**config.mk**
```make
export PLATFORM = sky130hd
export DESIGN_NAME = fer_regs
export DESIGN_NICKNAME = d
export VERILOG_FILES = /design/src/rtl/fer_pkg.sv /design/src/rtl/fer_regs.sv
export VERILOG_INCLUDE_DIRS = /design/src /design/src/rtl
export SDC_FILE = /design/constraint.sdc
export NUM_CORES = 1
export LEC_CHECK = 0
export ABC_CLOCK_PERIOD_IN_PS = 12550
export BUFFER_PORTS_ARGS = -buffer_cell sky130_fd_sc_hd__buf_4
export CAP_MARGIN = 20
export CORE_MARGIN = 5
export CORE_UTILIZATION = 55
export DETAILED_ROUTE_END_ITERATION = 12
export PLACE_DENSITY = 0.82
export SLEW_MARGIN = 20
export SYNTH_ARGS = -nofsm -noshare
export SYNTH_HDL_FRONTEND = slang
export SYNTH_SLANG_ARGS = --single-unit
```
**constraint.sdc**
```tcl
create_clock -name clk -period 12.55 [get_ports clk]
set_input_delay 2.51 -clock clk [delete_from_list [all_inputs] [get_ports clk]]
set_output_delay 2.51 -clock clk [all_outputs]
set_load 0.005 [all_outputs]
```
**src/rtl/fer_params.svh**
```systemverilog
`ifndef FER_PARAMS_SVH
`define FER_PARAMS_SVH

// register indexes; byte address on the bus is index * 4
`define FER_IDX_C0        16'h40c0
`define FER_IDX_C1        16'h40c1
`define FER_IDX_C2        16'h40c2
`define FER_IDX_C3        16'h40c3
`define FER_IDX_C4        16'h40c4
`define FER_IDX_C5        16'h40c5
`define FER_IDX_C6        16'h40c6
`define FER_IDX_C7        16'h40c7
`define FER_IDX_C8        16'h40c8
`define FER_IDX_C9        16'h40c9
`define FER_IDX_CA        16'h40ca
`define FER_IDX_CB        16'h40cb
`define FER_IDX_CC        16'h40cc
`define FER_IDX_CD        16'h40cd

// field positions inside a 16-bit pair
`define FER_HI_MSB        15
`define FER_HI_LSB        8
`define FER_LO_MSB        7
`define FER_LO_LSB        0

// reset values
`define FER_COEF_RST      8'hff
`define FER_WORD_RST      16'h0000

// saturation limits of the compensated voltages
`define FER_SAT_MAX       16'h7fff
`define FER_SAT_MIN       16'h8000

`endif

```
**src/rtl/fer_pkg.sv**
```systemverilog
package fer_pkg;

	// quantities measured or computed by the engine
	typedef struct packed {
		logic signed [15:0] beta_current;
		logic signed [15:0] beta_voltage;
		logic signed [15:0] alpha_voltage;
		logic signed [15:0] phase_a_current;
		logic signed [15:0] phase_b_current;
		logic signed [15:0] phase_c_current;
	} fer_obs_s;

	// tuning parameters handed to the engine
	typedef struct packed {
		logic        [7:0]  q_current_filter_coef;
		logic        [7:0]  d_current_filter_coef;
		logic signed [15:0] motor_flux_param;
		logic signed [15:0] q_inductance_param;
		logic signed [15:0] d_inductance_param;
	} fer_tune_s;

	// whole state of the slice
	typedef struct packed {
		logic        [1:0]  unused_pad;
		fer_tune_s          tune;
		logic signed [15:0] d_voltage_comp;
		logic signed [15:0] q_voltage_comp;
		logic signed [15:0] output_angle;
		fer_obs_s           obs;
		logic signed [15:0] d_voltage_sum;
		logic signed [15:0] q_voltage_sum;
		logic               pready;
		logic               pslverr;
		logic        [31:0] prdata;
	} fer_state_s;

endpackage

```
**src/rtl/fer_regs.sv**
```systemverilog
// Behaviour
// - reading indexes 40c0/40c1 returns the signed beta-axis current, read only, reset zero.
// - a write to index 40c0 sets the 8-bit q-axis current filter coefficient, reset ff.
// - a write to index 40c1 sets the 8-bit d-axis current filter coefficient, reset ff.
// - reading indexes 40c2/40c3 returns the signed beta-axis output voltage, reset zero.
// - writing 40c2/40c3 sets the d compensation, added to the d PI output downstream.
// - writing 40c4/40c5 sets the q compensation, added to the q PI output downstream.
// - indexes 40c4/40c5 also carry the signed alpha-axis output voltage, reset zero.
// - writing 40c6/40c7 sets the motor flux parameter, write only, reset zero.
// - reading 40c6/40c7 returns the sampled phase C current, reset zero.
// - writing 40c8/40c9 sets the q-axis inductance parameter, reset zero.
// - reading 40c8/40c9 returns the sampled phase B current, reset zero.
// - writing 40ca/40cb sets the d-axis inductance parameter, reset zero.
// - reading 40ca/40cb returns the sampled phase A current, reset zero.
// - the output angle at 40cc/40cd is read/write, reset zero, full scale is +-180 degrees.
// - the output angle is the estimator angle plus the angle compensation value.
//
// Our own choice: register access over APB.
`timescale 1ns/1ps
`include "fer_params.svh"

module fer_regs (
	// clock and reset
	input  wire  logic                clk,
	input  wire  logic                resetn,
	// apb slave
	input  wire  logic                psel,
	input  wire  logic                penable,
	input  wire  logic                pwrite,
	input  wire  logic [17:0]         paddr,
	input  wire  logic [31:0]         pwdata,
	output logic                      pready,
	output logic [31:0]               prdata,
	output logic                      pslverr,
	// engine quantities in
	input  wire  fer_pkg::fer_obs_s   obs_in,
	input  wire  logic signed [15:0]  d_pi_output,
	input  wire  logic signed [15:0]  q_pi_output,
	input  wire  logic signed [15:0]  est_angle,
	input  wire  logic                est_angle_valid,
	input  wire  logic signed [15:0]  angle_compensation,
	// engine parameters out
	output fer_pkg::fer_tune_s        tune_out,
	output logic signed [15:0]        d_voltage_out,
	output logic signed [15:0]        q_voltage_out,
	output logic signed [15:0]        output_angle,
	output logic signed [15:0]        alpha_voltage_out
);
	import fer_pkg::*;

	logic       rst_meta_q;
	logic       rst_sync_q;
	fer_state_s st_q;
	fer_state_s st_d;

	// saturating add keeps a wrapped sum from flipping the voltage sign
	function automatic logic signed [15:0] sat_add(input logic signed [15:0] a,
			input logic signed [15:0] b);
		logic signed [16:0] s;
		s = {a[15], a} + {b[15], b};
		if (s[16] != s[15]) begin
			sat_add = s[16] ? `FER_SAT_MIN : `FER_SAT_MAX;
		end else begin
			sat_add = s[15:0];
		end
	endfunction

	// reset release through two flops
	always_ff @(posedge clk or negedge resetn) begin
		if (!resetn) begin
			rst_meta_q <= 1'b0;
			rst_sync_q <= 1'b0;
		end else begin
			rst_meta_q <= 1'b1;
			rst_sync_q <= rst_meta_q;
		end
	end

	logic        setup;
	logic        access;
	logic [15:0] idx;
	logic        mapped;
	logic [7:0]  wbyte;

	assign setup  = psel & ~penable;
	assign access = psel & penable & st_q.pready;
	assign idx    = paddr[17:2];
	assign wbyte  = pwdata[7:0];
	// only word-aligned accesses inside the slice are answered without error
	assign mapped = (paddr[1:0] == 2'b00) && (idx >= `FER_IDX_C0) && (idx <= `FER_IDX_CD);

	// next state
	always_comb begin
		st_d = st_q;
		st_d.unused_pad = 2'b00;

		// engine observations are sampled every cycle
		st_d.obs = obs_in;

		// compensated voltages for the following stage
		st_d.d_voltage_sum = sat_add(d_pi_output, st_q.d_voltage_comp);
		st_d.q_voltage_sum = sat_add(q_pi_output, st_q.q_voltage_comp);

		// angle is modular, so the plain wrapping sum is what we want
		if (est_angle_valid) begin
			st_d.output_angle = est_angle + angle_compensation;
		end

		// one-cycle answer: pready raised for the first access cycle
		st_d.pready  = setup;
		st_d.pslverr = 1'b0;
		st_d.prdata  = 32'h0000_0000;
		if (setup) begin
			st_d.pslverr = ~mapped;
			if (!pwrite && mapped) begin
				// reads see the measured quantity at shared indexes
				case (idx)
					`FER_IDX_C0: st_d.prdata[7:0] = st_q.obs.beta_current[15:8];
					`FER_IDX_C1: st_d.prdata[7:0] = st_q.obs.beta_current[7:0];
					`FER_IDX_C2: st_d.prdata[7:0] = st_q.obs.beta_voltage[15:8];
					`FER_IDX_C3: st_d.prdata[7:0] = st_q.obs.beta_voltage[7:0];
					`FER_IDX_C4: st_d.prdata[7:0] = st_q.obs.alpha_voltage[15:8];
					`FER_IDX_C5: st_d.prdata[7:0] = st_q.obs.alpha_voltage[7:0];
					`FER_IDX_C6: st_d.prdata[7:0] = st_q.obs.phase_c_current[15:8];
					`FER_IDX_C7: st_d.prdata[7:0] = st_q.obs.phase_c_current[7:0];
					`FER_IDX_C8: st_d.prdata[7:0] = st_q.obs.phase_b_current[15:8];
					`FER_IDX_C9: st_d.prdata[7:0] = st_q.obs.phase_b_current[7:0];
					`FER_IDX_CA: st_d.prdata[7:0] = st_q.obs.phase_a_current[15:8];
					`FER_IDX_CB: st_d.prdata[7:0] = st_q.obs.phase_a_current[7:0];
					`FER_IDX_CC: st_d.prdata[7:0] = st_q.output_angle[15:8];
					`FER_IDX_CD: st_d.prdata[7:0] = st_q.output_angle[7:0];
					default:     st_d.prdata[7:0] = 8'h00;
				endcase
			end
		end

		// writes land only in the parameter; a software angle write beats the estimator
		if (access && pwrite && !st_q.pslverr) begin
			case (idx)
				`FER_IDX_C0: st_d.tune.q_current_filter_coef = wbyte;
				`FER_IDX_C1: st_d.tune.d_current_filter_coef = wbyte;
				`FER_IDX_C2: st_d.d_voltage_comp[`FER_HI_MSB:`FER_HI_LSB] = wbyte;
				`FER_IDX_C3: st_d.d_voltage_comp[`FER_LO_MSB:`FER_LO_LSB] = wbyte;
				`FER_IDX_C4: st_d.q_voltage_comp[`FER_HI_MSB:`FER_HI_LSB] = wbyte;
				`FER_IDX_C5: st_d.q_voltage_comp[`FER_LO_MSB:`FER_LO_LSB] = wbyte;
				`FER_IDX_C6: st_d.tune.motor_flux_param[`FER_HI_MSB:`FER_HI_LSB] = wbyte;
				`FER_IDX_C7: st_d.tune.motor_flux_param[`FER_LO_MSB:`FER_LO_LSB] = wbyte;
				`FER_IDX_C8: st_d.tune.q_inductance_param[`FER_HI_MSB:`FER_HI_LSB] = wbyte;
				`FER_IDX_C9: st_d.tune.q_inductance_param[`FER_LO_MSB:`FER_LO_LSB] = wbyte;
				`FER_IDX_CA: st_d.tune.d_inductance_param[`FER_HI_MSB:`FER_HI_LSB] = wbyte;
				`FER_IDX_CB: st_d.tune.d_inductance_param[`FER_LO_MSB:`FER_LO_LSB] = wbyte;
				`FER_IDX_CC: st_d.output_angle[`FER_HI_MSB:`FER_HI_LSB] = wbyte;
				`FER_IDX_CD: st_d.output_angle[`FER_LO_MSB:`FER_LO_LSB] = wbyte;
				default: ;
			endcase
		end
	end

	// state register
	always_ff @(posedge clk or negedge rst_sync_q) begin
		if (!rst_sync_q) begin
			st_q                            <= '0;
			st_q.tune.q_current_filter_coef <= `FER_COEF_RST;
			st_q.tune.d_current_filter_coef <= `FER_COEF_RST;
			st_q.output_angle               <= `FER_WORD_RST;
		end else begin
			st_q <= st_d;
		end
	end

	// outputs straight from the state flops
	assign pready            = st_q.pready;
	assign prdata            = st_q.prdata;
	assign pslverr           = st_q.pslverr;
	assign tune_out          = st_q.tune;
	assign d_voltage_out     = st_q.d_voltage_sum;
	assign q_voltage_out     = st_q.q_voltage_sum;
	assign output_angle      = st_q.output_angle;
	assign alpha_voltage_out = st_q.obs.alpha_voltage;

endmodule

```
=== After elaboration in Yosys (flattened, before gate mapping) ===
Index checks and enable logic that the tools add are counted.

* Add/subtract/negate cells: 3
* Order comparisons: 2
* Equal/unequal tests: 16
* Multiplexer cells: 12
* Bitwise operators: 5
* Reduce and logical (&&, ||, !) cells: 20

{| class="wikitable"
|+ Operators by type and width
! operator !! number
|-
| $eq A16 B15 Y1 const B || 14
|-
| $pmux W8 S14 || 1
|-
| $mux W16 || 6
|-
| $add A16 B16 Y17 || 2
|-
| $mux W8 || 4
|-
| $reduce_and A2 Y1 || 12
|-
| $add A16 B16 Y16 || 1
|-
| $ge A16 B15 Y1 const B || 1
|-
| $le A16 B15 Y1 const B || 1
|-
| $logic_and A1 B1 Y1 || 5
|-
| $and A1 B1 Y1 || 3
|-
| $logic_not A1 Y1 || 2
|-
| $logic_not A2 Y1 || 1
|-
| $ne A1 B1 Y1 || 2
|-
| $not A1 Y1 || 2
|-
| $mux W1 || 1
|}

* Bits in registers: 252
* Input port bits: 216
* Output and inout port bits: 162
* Logic and storage cells: 84

=== Depth between registers and ports, before layout ===
Gate-level depths: netlist (run 1).

* Depth after elaboration: 6
* Mapped depth: 11

=== Least setup slack after synthesis (run 1) ===
Ideal clock, no wire load.

* Path kind: input -> register
* Start point: in paddr[11]
* End point: reg st_q[194] in the netlist's numbering
* Library setup time: 0.125 ns
* Arrival: 4.635 ns
* Required time: 12.425 ns
* Slack: 7.790 ns
* Stages on the path: 6
* Path through: or4_4 or4_1 buf_2 buf_6 nor4_4 mux2_2

* Longest elaborated chain between the ends: 2

{| class="wikitable"
|+ Ends and longest elaborated chain
! what !! line !! RTL
|-
| from (decl) || fer_regs.sv:30 || <nowiki>input wire logic [17:0] paddr,</nowiki>
|-
| $eq A16 B15 Y1 || fer_regs.sv:139 || <nowiki>case (idx)</nowiki>
|-
| $reduce_and A2 Y1 (no line) || - ||
|-
| to (signal assigned) || fer_regs.sv:167 || <nowiki>st_q <= st_d;</nowiki>
|-
| to (decl) || fer_regs.sv:53 || <nowiki>fer_state_s st_q;</nowiki>
|}

No other way between the ends.
A chain may end at the register's enable or synchronous reset.

==> results of run 1 <==
state kept, by name (all words and copies together) (netlist names):
name               flops
alpha_voltage_out     16
d_voltage_out         16
output_angle          16
prdata                 8
pready                 1
pslverr                1
q_voltage_out         16
rst_meta_q             1
rst_sync_q             1
st_q                 112
tune_out              64
metal layers:
| layer | track usage | vias to the layer above |
|---|---|---|
| li1 | - | 4515 |
| met5 | 0 | - |
| met1 | 0.325 | 4748 |
| met4 | 0.0877 | 0 |
| met3 | 0.0537 | 75 |
| met2 | 0.452 | 499 |
synthesized netlist by cell type, drive strengths merged (17+ instances only):
master    n
nand3    25
dfrtp   236
nand2    56
xnor2    24
ha       47
nor3     23
mux2     96
buf     166
inv      22
clkbuf   36
nor2     68
a21o     20
a21oi    63
mux2i    17
o21ai    50
nor2b    17
final cells by class:
type,instances,share of cell area
tap,319,0.0256
timing repair buffer,333,0.161
clock buffer,36,0.0454
multi-input combinational,746,0.352
sequential,252,0.407
clock inverter,8,0.00442
inverter,22,0.00530
how the worst max path moves through the flow:
stage / from / to / slack (ps) / cells past startpoint
6_report: paddr[11] / prdata[6]$_DFF_PN0_ / 7170 / 8
5_1_grt: paddr[11] / prdata[6]$_DFF_PN0_ / 7130 / 8
4_1_cts: paddr[11] / prdata[6]$_DFF_PN0_ / 7350 / 8
3_5_place_dp: paddr[11] / prdata[6]$_DFF_PN0_ / 6790 / 8
3_3_place_gp: paddr[11] / prdata[6]$_DFF_PN0_ / 6860 / 8
2_1_floorplan: rst_sync_q$_DFF_PN0_ / alpha_voltage_out[0]$_DFF_PN0_ / 5040 / 0
power groups by stage:
| stage | clock network, mW | logic [mW] | registers, mW |
|---|---|---|---|
| 2_1_floorplan | 0 | 0.133 | 0.886 |
| 5_1_grt | 0.761 | 0.246 | 0.879 |
| 6_report | 0.712 | 0.225 | 0.876 |
| 3_3_place_gp | 0 | 0.220 | 0.891 |
| 4_1_cts | 0.725 | 0.226 | 0.877 |
| 3_5_place_dp | 0 | 0.224 | 0.890 |
cell families (layout without fill, tap and decap cells):
group | Yosys count | count (layout) | synth area share
xor+xnor | 31 | 31 | 0.0206
compound gates | 273 | 273 | 0.140
simple gates | 249 | 249 | 0.0993
buf+inv | 224 | 399 | 0.110
mux | 114 | 114 | 0.0967
other cells | 2 | 25 | 0.000570
fa+ha+maj | 54 | 54 | 0.0523
flops | 252 | 252 | 0.480
layout by cell type, fill, tap and decap left out, drive strengths merged, types with 20 or more instances in the layout:
cell type / n
o21ai: 50
dfrtp: 236
xnor2: 24
inv: 23
conb: 25
nor3: 23
nand2: 56
nor2: 68
ha: 47
nand3: 25
buf: 333
clkbuf: 36
mux2: 96
a21oi: 63
a21o: 20
==> summary.txt, run 1 <==
CTS
---------------------------------------------------------------------------------
Number of buffers on the longest clock path                                     3
Post-CTS sizing                                                                 0
CTS root buffer                                                         clkbuf_16
Clock latency reported for the late side of the worst-skew pair            520 ps
Clock tree from TritonCTS                                                    done
Post-CTS setup-driven buffer insertion count                                    0
CTS Buf Count                                                                  25
Number of hold buffers added after cts                                          0
Number of sinks on the clock net                                              252
Register clock-pin slew on the reported worst setup and hold paths          60 ps
Number of H-tree levels                                                         1

GLOBAL ROUTING
---------------------------------------------------------------------------------
GRT Util Overall                                                            0.260
Number of global-route vias before repair                                   9,804
Largest net degree at the start of global routing                              89
Global-route wire length before repair                                    54.4 mm
Initial antenna violation count                                                 0
Aggregate global routing overflow                                               0

PWR
---------------------------------------------------------------------------------
Internal power                                                            1.37 mW
Sequential group share of total power                                       0.483
Sw frac                                                                     0.244
Leak Pwr                                                                  7.49 nW
Maximum vdd ir drop                                                      0.126 mV
Power per unit of standard cell area                                  116 nW/um^2
Clock network power share                                                   0.393
Net Sw Power                                                               442 uW
Share of power burned in combinational logic                                0.124
Overall power consumption                                                 1.81 mW

DRT
---------------------------------------------------------------------------------
Number of antenna-violating nets in the routed design                           0
Initial DRC count                                                             707
Total via count in the routed design                                        9,837
Average wire per cell in the routed design                                21.1 um
Sum of routed wire segments on met1                                       14.1 mm
Vias per std cell                                                            5.73
Drt first pass iters                                                            8
Top layer in use                                                             met4
Drt total wl                                                              36.2 mm
Post-detailed-route DRC marker count                                            0
Met2 wirelength from detailed routing                                     17.8 mm
Met3 WL post-DR                                                           3.10 mm

LAYOUT
---------------------------------------------------------------------------------
Multi-input gate area                                                   5480 um^2
Final design utilization                                                    0.661
Total inserted antenna cells                                                    0
Finished layout cell area                                             15,600 um^2
Area of all sequential standard cells                                   6330 um^2
Non-filler cells, final                                                     1,716
Number of filler cells placed in the layout                                 1,791
Share of layout cells above drive strength 1                                0.360
Layout Area Growth over Synthesis                                           18.2%
Final #Nets                                                                 1,646

STA
---------------------------------------------------------------------------------
Period utilization                                                          0.428
Count of endpoints failing hold in the final timing report                      0
Number of max-slew violations in the final report                               0
RSZ-0062 raised after global routing                                        false
Crit path setup slack, layout                                             7170 ps
Total negative setup slack                                                   0 ps
Fmax                                                                      186 MHz
Final critical delay including setup and external delays                  5380 ps
Setup skew after layout                                                   12.7 ps
Final setup violation count                                                     0
Worst slew pin tran                                                       1040 ps
Worst slew margin relative to its limit                                     0.307
Worst hold slack across all endpoints                                      353 ps

WORST HOLD PATH
---------------------------------------------------------------------------------
Endpoint of the worst hold path                                      rst_sync_q$_DFF_PN0_
Class of the tightest hold or removal check                               reg2reg
Hold wc startpoint                                                   rst_meta_q$_DFF_PN0_
Hold Path Stages                                                                0

PLACEMENT
---------------------------------------------------------------------------------
RD Place Congestion                                                         0.889
Post-Place Cells                                                            1,672
Pre-CTS setup slack                                                       6790 ps
HPWL after DPL                                                            27.6 mm
PortBufs                                                                      329
Cell area reported after detailed placement                           14,800 um^2

CRITICAL PATH
---------------------------------------------------------------------------------
Slowest cell on crit path                                                  nor4_4
Crit path buf inv count                                                         1
Nature of the critical path startpoint                                 input port
Cell family with the largest share of critical-path delay            simple AND/OR/NAND/NOR gates
Largest fanout on the critical path                                             9
Cells traversed along the worst timing path                          buf_4, or4_4, or3_1, nor4_4, nor2_1, nor4_1, nand2_1, a31oi_1
Data arrival time of the critical path                                    5790 ps
Worst r2r path cells                                                           10
Worst Setup End Kind                                                         flop
Delay of the slowest cell on the worst path                                630 ps
Destination of the worst register-to-register timing path            d_voltage_out[1]$_DFF_PN0_
FF-to-FF setup slack                                                      9260 ps
Worst setup path category                                                  in2reg
Reg-to-Reg Start                                                     st_q[194]$_DFFE_PN0P_
Required time of the critical path                                      12,960 ps

SYNTH
---------------------------------------------------------------------------------
Part of the Yosys area used for sequential elements                         0.480
Number of storage elements in the synthesis netlist                           252
Synthesis warning total                                                         0
Most area-hungry cell type in the Yosys netlist                           dfrtp_1
Number of enable-type register cells in the synthesized netlist                 0
Ranking of synthesized cells by area                                 dfrtp_1 (45%), buf_4 (9.1%), mux2_2 (8.1%)
Area fraction of the dominant cell type after synthesis                     0.448
Avg Synthesized Cell Area                                               11.0 um^2
Library cells used by synthesis                                                77
Number of instances in the synthesized netlist                              1,199
Commonest register cell after synthesis                                   dfrtp_1
Cell area after technology mapping                                    13,200 um^2
Fraction of synthesis flops using an asynchronous set or reset pin           1.00

FLOORPLAN
---------------------------------------------------------------------------------
Die extent in x                                                            165 um
I/O pin count                                                                 378
Row count                                                                      56
Core ar.                                                              23,500 um^2
Initial core utilization                                                    0.559
Vertical die dimension                                                     165 um
Die Footprint                                                         27,100 um^2

FLOW RUN
---------------------------------------------------------------------------------
Max cap viols                                                                   0

RUN STATUS
---------------------------------------------------------------------------------
Status                                                               finished clean

No activity file was read; power rests on OpenSTA's default activity.
==> run 2, diff against run 1 <==
--- a/config.mk
+++ b/config.mk
@@ -6,13 +6,14 @@
 export SDC_FILE = /design/constraint.sdc
 export NUM_CORES = 1
 export LEC_CHECK = 0
-export ABC_CLOCK_PERIOD_IN_PS = 12550
+export ABC_AREA = 1
+export ABC_CLOCK_PERIOD_IN_PS = 5000
 export BUFFER_PORTS_ARGS = -buffer_cell sky130_fd_sc_hd__buf_4
 export CAP_MARGIN = 20
 export CORE_MARGIN = 5
-export CORE_UTILIZATION = 55
+export CORE_UTILIZATION = 53
 export DETAILED_ROUTE_END_ITERATION = 12
-export PLACE_DENSITY = 0.82
+export PLACE_DENSITY = 0.79
 export SLEW_MARGIN = 20
 export SYNTH_ARGS = -nofsm -noshare
 export SYNTH_HDL_FRONTEND = slang
==> constraint.sdc (replaced) <==
create_clock -name clk -period 5 [get_ports clk]
set_input_delay 1 -clock clk [delete_from_list [all_inputs] [get_ports clk]]
set_output_delay 1 -clock clk [all_outputs]
set_load 0.005 [all_outputs]
==> summary.txt, run 2 <==
RUN STATUS
-------------------------------------------------------------------------------------
Status                                                                   finished clean   unchanged

CRITICAL PATH
-------------------------------------------------------------------------------------
Data arrival time of the critical path                                        3190 ps   was 5790 ps
Required time of the critical path                                            5380 ps   was 12,960 ps
Worst setup path category                                                      in2reg   unchanged
Worst Setup End Kind                                                             flop   unchanged
Nature of the critical path startpoint                                     input port   unchanged
Largest fanout on the critical path                                                32   was 9
FF-to-FF setup slack                                                          2640 ps   was 9260 ps

LAYOUT
-------------------------------------------------------------------------------------
Share of layout cells above drive strength 1                                    0.245   was 0.360
Area of all sequential standard cells                                       6330 um^2   unchanged
Non-filler cells, final                                                         2,106   was 1,716
Top library cells by usage in the layout, fill and taps aside            nand2_1 (429), buf_4 (337), dfrtp_1 (235), inv_1 (117), nor2_1 (116)   was buf_4 (331), dfrtp_1 (235), mux2_2 (95), nor2_1 (64), a21oi_1 (63)
Total inserted antenna cells                                                        0   unchanged
Final #Nets                                                                     2,022   was 1,646
Flip-flop count of the largest register, all copies and words added               112   unchanged
Largest reg by FF count                                                          st_q   unchanged
Layout Area Growth over Synthesis                                               18.2%   about the same
Number of filler cells placed in the layout                                     2,131   was 1,791
Multi-input gate area                                                       5240 um^2   was 5480 um^2
Finished layout cell area                                                 15,900 um^2   was 15,600 um^2
Most frequent standard cell in the layout excluding fill and tap cells        nand2_1   was buf_4

GLOBAL ROUTING
-------------------------------------------------------------------------------------
Global-route wire length before repair                                        56.5 mm   was 54.4 mm
Busiest layer in global routing                                                  met2   unchanged
Aggregate global routing overflow                                                   0   unchanged
Met2 Use GR                                                                     0.414   was 0.452
Number of global-route vias before repair                                      10,700   was 9,804
Largest net degree at the start of global routing                                 121   was 89
Initial antenna violation count                                                     0   unchanged
Met1 Use GR                                                                     0.317   was 0.325
GRT Util Overall                                                                0.247   was 0.260
Met3 routing resource usage after global routing                               0.0533   was 0.0537

SYNTH
-------------------------------------------------------------------------------------
Most frequently used cell type in the post-synthesis netlist                  nand2_1   was dfrtp_1
Number of enable-type register cells in the synthesized netlist                     0   unchanged
Post-synthesis simple-gate area fraction                                        0.252   was 0.0993
Number of storage elements in the synthesis netlist                               252   unchanged
Part of the Yosys area used for sequential elements                             0.469   was 0.480
Number of instances in the synthesized netlist                                  1,586   was 1,199
Post-Synth Adder-Cell Area                                                     0.0480   was 0.0523
Top cells by count, synth                                                nand2_1 (429), dfrtp_1 (236), buf_4 (169), inv_1 (117), nor2_1 (116)   was dfrtp_1 (236), buf_4 (160), mux2_2 (95), nor2_1 (64), a21oi_1 (63)
Synthesis warning total                                                             0   unchanged
Cell area after technology mapping                                        13,500 um^2   was 13,200 um^2
Post-synthesis mux area share                                                       0   was 0.0967
Combinational family with the most area after synthesis                  simple AND/OR/NAND/NOR gates   was compound AO/OA/AOI/OAI gates
Library cells used by synthesis                                                    42   was 77
Most area-hungry cell type in the Yosys netlist                               dfrtp_1   unchanged
Fraction of synthesis flops using an asynchronous set or reset pin               1.00   unchanged
Synthesized-area fraction occupied by ao, oa, aoi and oai cells                0.0667   was 0.140
Post-synthesis xor/xnor area fraction                                          0.0149   was 0.0206
Commonest register cell after synthesis                                       dfrtp_1   unchanged
Ranking of synthesized cells by area                                     dfrtp_1 (44%), nand2_1 (12%), buf_4 (9.4%)   was dfrtp_1 (45%), buf_4 (9.1%), mux2_2 (8.1%)
Avg Synthesized Cell Area                                                   8.51 um^2   was 11.0 um^2
Area fraction of the dominant cell type after synthesis                         0.438   was 0.448

PLACEMENT
-------------------------------------------------------------------------------------
Cell area reported after detailed placement                               15,000 um^2   was 14,800 um^2
Post-Place Cells                                                                2,057   was 1,672
HPWL after DPL                                                                27.3 mm   was 27.6 mm
RD Place Congestion                                                             0.908   was 0.889
PortBufs                                                                          329   unchanged
Pre-CTS setup slack                                                           1660 ps   was 6790 ps

STA
-------------------------------------------------------------------------------------
Crit path setup slack, layout                                                 2190 ps   was 7170 ps
Period utilization                                                              0.563
Worst hold slack across all endpoints                                          243 ps   was 353 ps
Final setup violation count                                                         0   unchanged
Setup skew after layout                                                       8.54 ps   was 12.7 ps
RSZ-0062 raised after global routing                                            false   unchanged
Count of endpoints failing hold in the final timing report                          0   unchanged
Fmax                                                                          355 MHz
Total negative setup slack                                                       0 ps   unchanged
Worst slew pin tran                                                            925 ps   was 1040 ps
Worst slew margin relative to its limit                                         0.382   was 0.307
Final critical delay including setup and external delays                      2810 ps
Number of max-slew violations in the final report                                   0   unchanged

CTS
-------------------------------------------------------------------------------------
Clock tree from TritonCTS                                                        done   unchanged
Number of H-tree levels                                                             1   unchanged
Post-CTS sizing                                                                     0   unchanged
CTS root buffer                                                             clkbuf_16   unchanged
CTS Buf Count                                                                      26   was 25
Post-CTS setup-driven buffer insertion count                                        0   unchanged
Number of hold buffers added after cts                                              0   unchanged
Clock latency reported for the late side of the worst-skew pair                520 ps   about the same
Number of sinks on the clock net                                                  252   unchanged
Number of buffers on the longest clock path                                         3   unchanged
Register clock-pin slew on the reported worst setup and hold paths              60 ps   about the same

DRT
-------------------------------------------------------------------------------------
Drt total wl                                                                  36.4 mm   was 36.2 mm
Vias per std cell                                                                5.17   was 5.73
Total via count in the routed design                                           10,900   was 9,837
Average wire per cell in the routed design                                    17.3 um   was 21.1 um
Initial DRC count                                                                 821   was 707
Drt first pass iters                                                                5   was 8
Number of antenna-violating nets in the routed design                               0   unchanged
Post-detailed-route DRC marker count                                                0   unchanged

FLOORPLAN
-------------------------------------------------------------------------------------
Row count                                                                          58   was 56
Vertical die dimension                                                         170 um   was 165 um
Core ar.                                                                  25,100 um^2   was 23,500 um^2
Die Footprint                                                             28,700 um^2   was 27,100 um^2
Initial core utilization                                                        0.537   was 0.559
Die extent in x                                                                170 um   was 165 um
I/O pin count                                                                     378   unchanged

PWR
-------------------------------------------------------------------------------------
Clock network power share                                                       0.436   was 0.393
Net Sw Power                                                                  1.12 mW   was 442 uW
Leak Pwr                                                                      8.55 nW   was 7.49 nW
Power per unit of standard cell area                                      300 nW/um^2   was 116 nW/um^2
Internal power                                                                3.65 mW   was 1.37 mW
Sw frac                                                                         0.235   was 0.244
Share of power burned in combinational logic                                    0.109   was 0.124
Sequential group share of total power                                           0.455   was 0.483
Maximum vdd ir drop                                                          0.258 mV   was 0.126 mV

WORST HOLD PATH
-------------------------------------------------------------------------------------
Class of the tightest hold or removal check                                 reg2async   was reg2reg

FLOW RUN
-------------------------------------------------------------------------------------
Max cap viols                                                                       0   unchanged

-- run 2: cell types whose count changed after synthesis, moves of 20 or more --
cell and delta:
nand2_1 +373, inv_1 +95, mux2_2 -95, nand4_1 +76
nor2_1 +52, o21ai_0 +42, nand3_1 +38, a21o_1 -20
-- run 2: cell type report --
| class | count | area share |
|---|---|---|
| well taps | 330 | 0.0259 |
| flip-flops and latches | 252 | 0.397 |
| repair buffers | 339 | 0.162 |
| multi-input cells | 1019 | 0.328 |
| clock buffers | 34 | 0.0459 |
| inverters | 118 | 0.0278 |
| clock inverters | 14 | 0.0133 |
-- run 2: layer usage --
metal / wire length (um) / part of all wire
met5: 0 / 0
met3: 2800 / 0.077
met1: 14500 / 0.40
met4: 1360 / 0.037
met2: 17800 / 0.49
-- run 2: critical path, stage by stage --
cell,delay [ps]
buf_4,120
nor2_1,80
nand3_1,210
nor2_4,620
buf_4,420
nand3_1,390
o211ai_1,240
o21ai_1,90
-- run 2: worst paths after layout --
check | from | cells past startpoint | endpoint
max in group asynchronous | rst_sync_q$_DFF_PN0_ | 2 | alpha_voltage_out[4]$_DFF_PN0_
worst max-delay path | paddr[12] | 8 | output_angle[6]$_DFF_PN0_
worst min register to register | rst_sync_q$_DFF_PN0_ | 0 | tune_out[39]$_DFFE_PN0P_
min in group clk | rst_meta_q$_DFF_PN0_ | 0 | rst_sync_q$_DFF_PN0_
worst max register to register | st_q[194]$_DFFE_PN0P_ | 12 | d_voltage_out[9]$_DFF_PN0_
worst min-delay path | rst_sync_q$_DFF_PN0_ | 0 | tune_out[39]$_DFFE_PN0P_
-- run 2: power groups by stage --
stage / clock (mW) / combinational, mW / sequential (mW)
global route: 2.20 / 0.580 / 2.18
finish: 2.08 / 0.521 / 2.17
floorplan: 0 / 0.299 / 2.21
global placement: 0 / 0.501 / 2.22
CTS: 2.11 / 0.511 / 2.18
detailed placement: 0 / 0.509 / 2.22
-- run 2: metrics by stage --
stage | util | power (mW)
global placement | 0.596 | 2.72
detailed placement | 0.596 | 2.73
CTS | 0.634 | 4.81
global route | 0.635 | 4.96
finish | 0.635 | 4.78
floorplan | - | 2.51
-- run 2: cells by family after synthesis --
family,count (synthesis)
flops,252
compound gates,172
xor+xnor,23
other cells,2
simple gates,749
fa+ha+maj,50
buf+inv,338
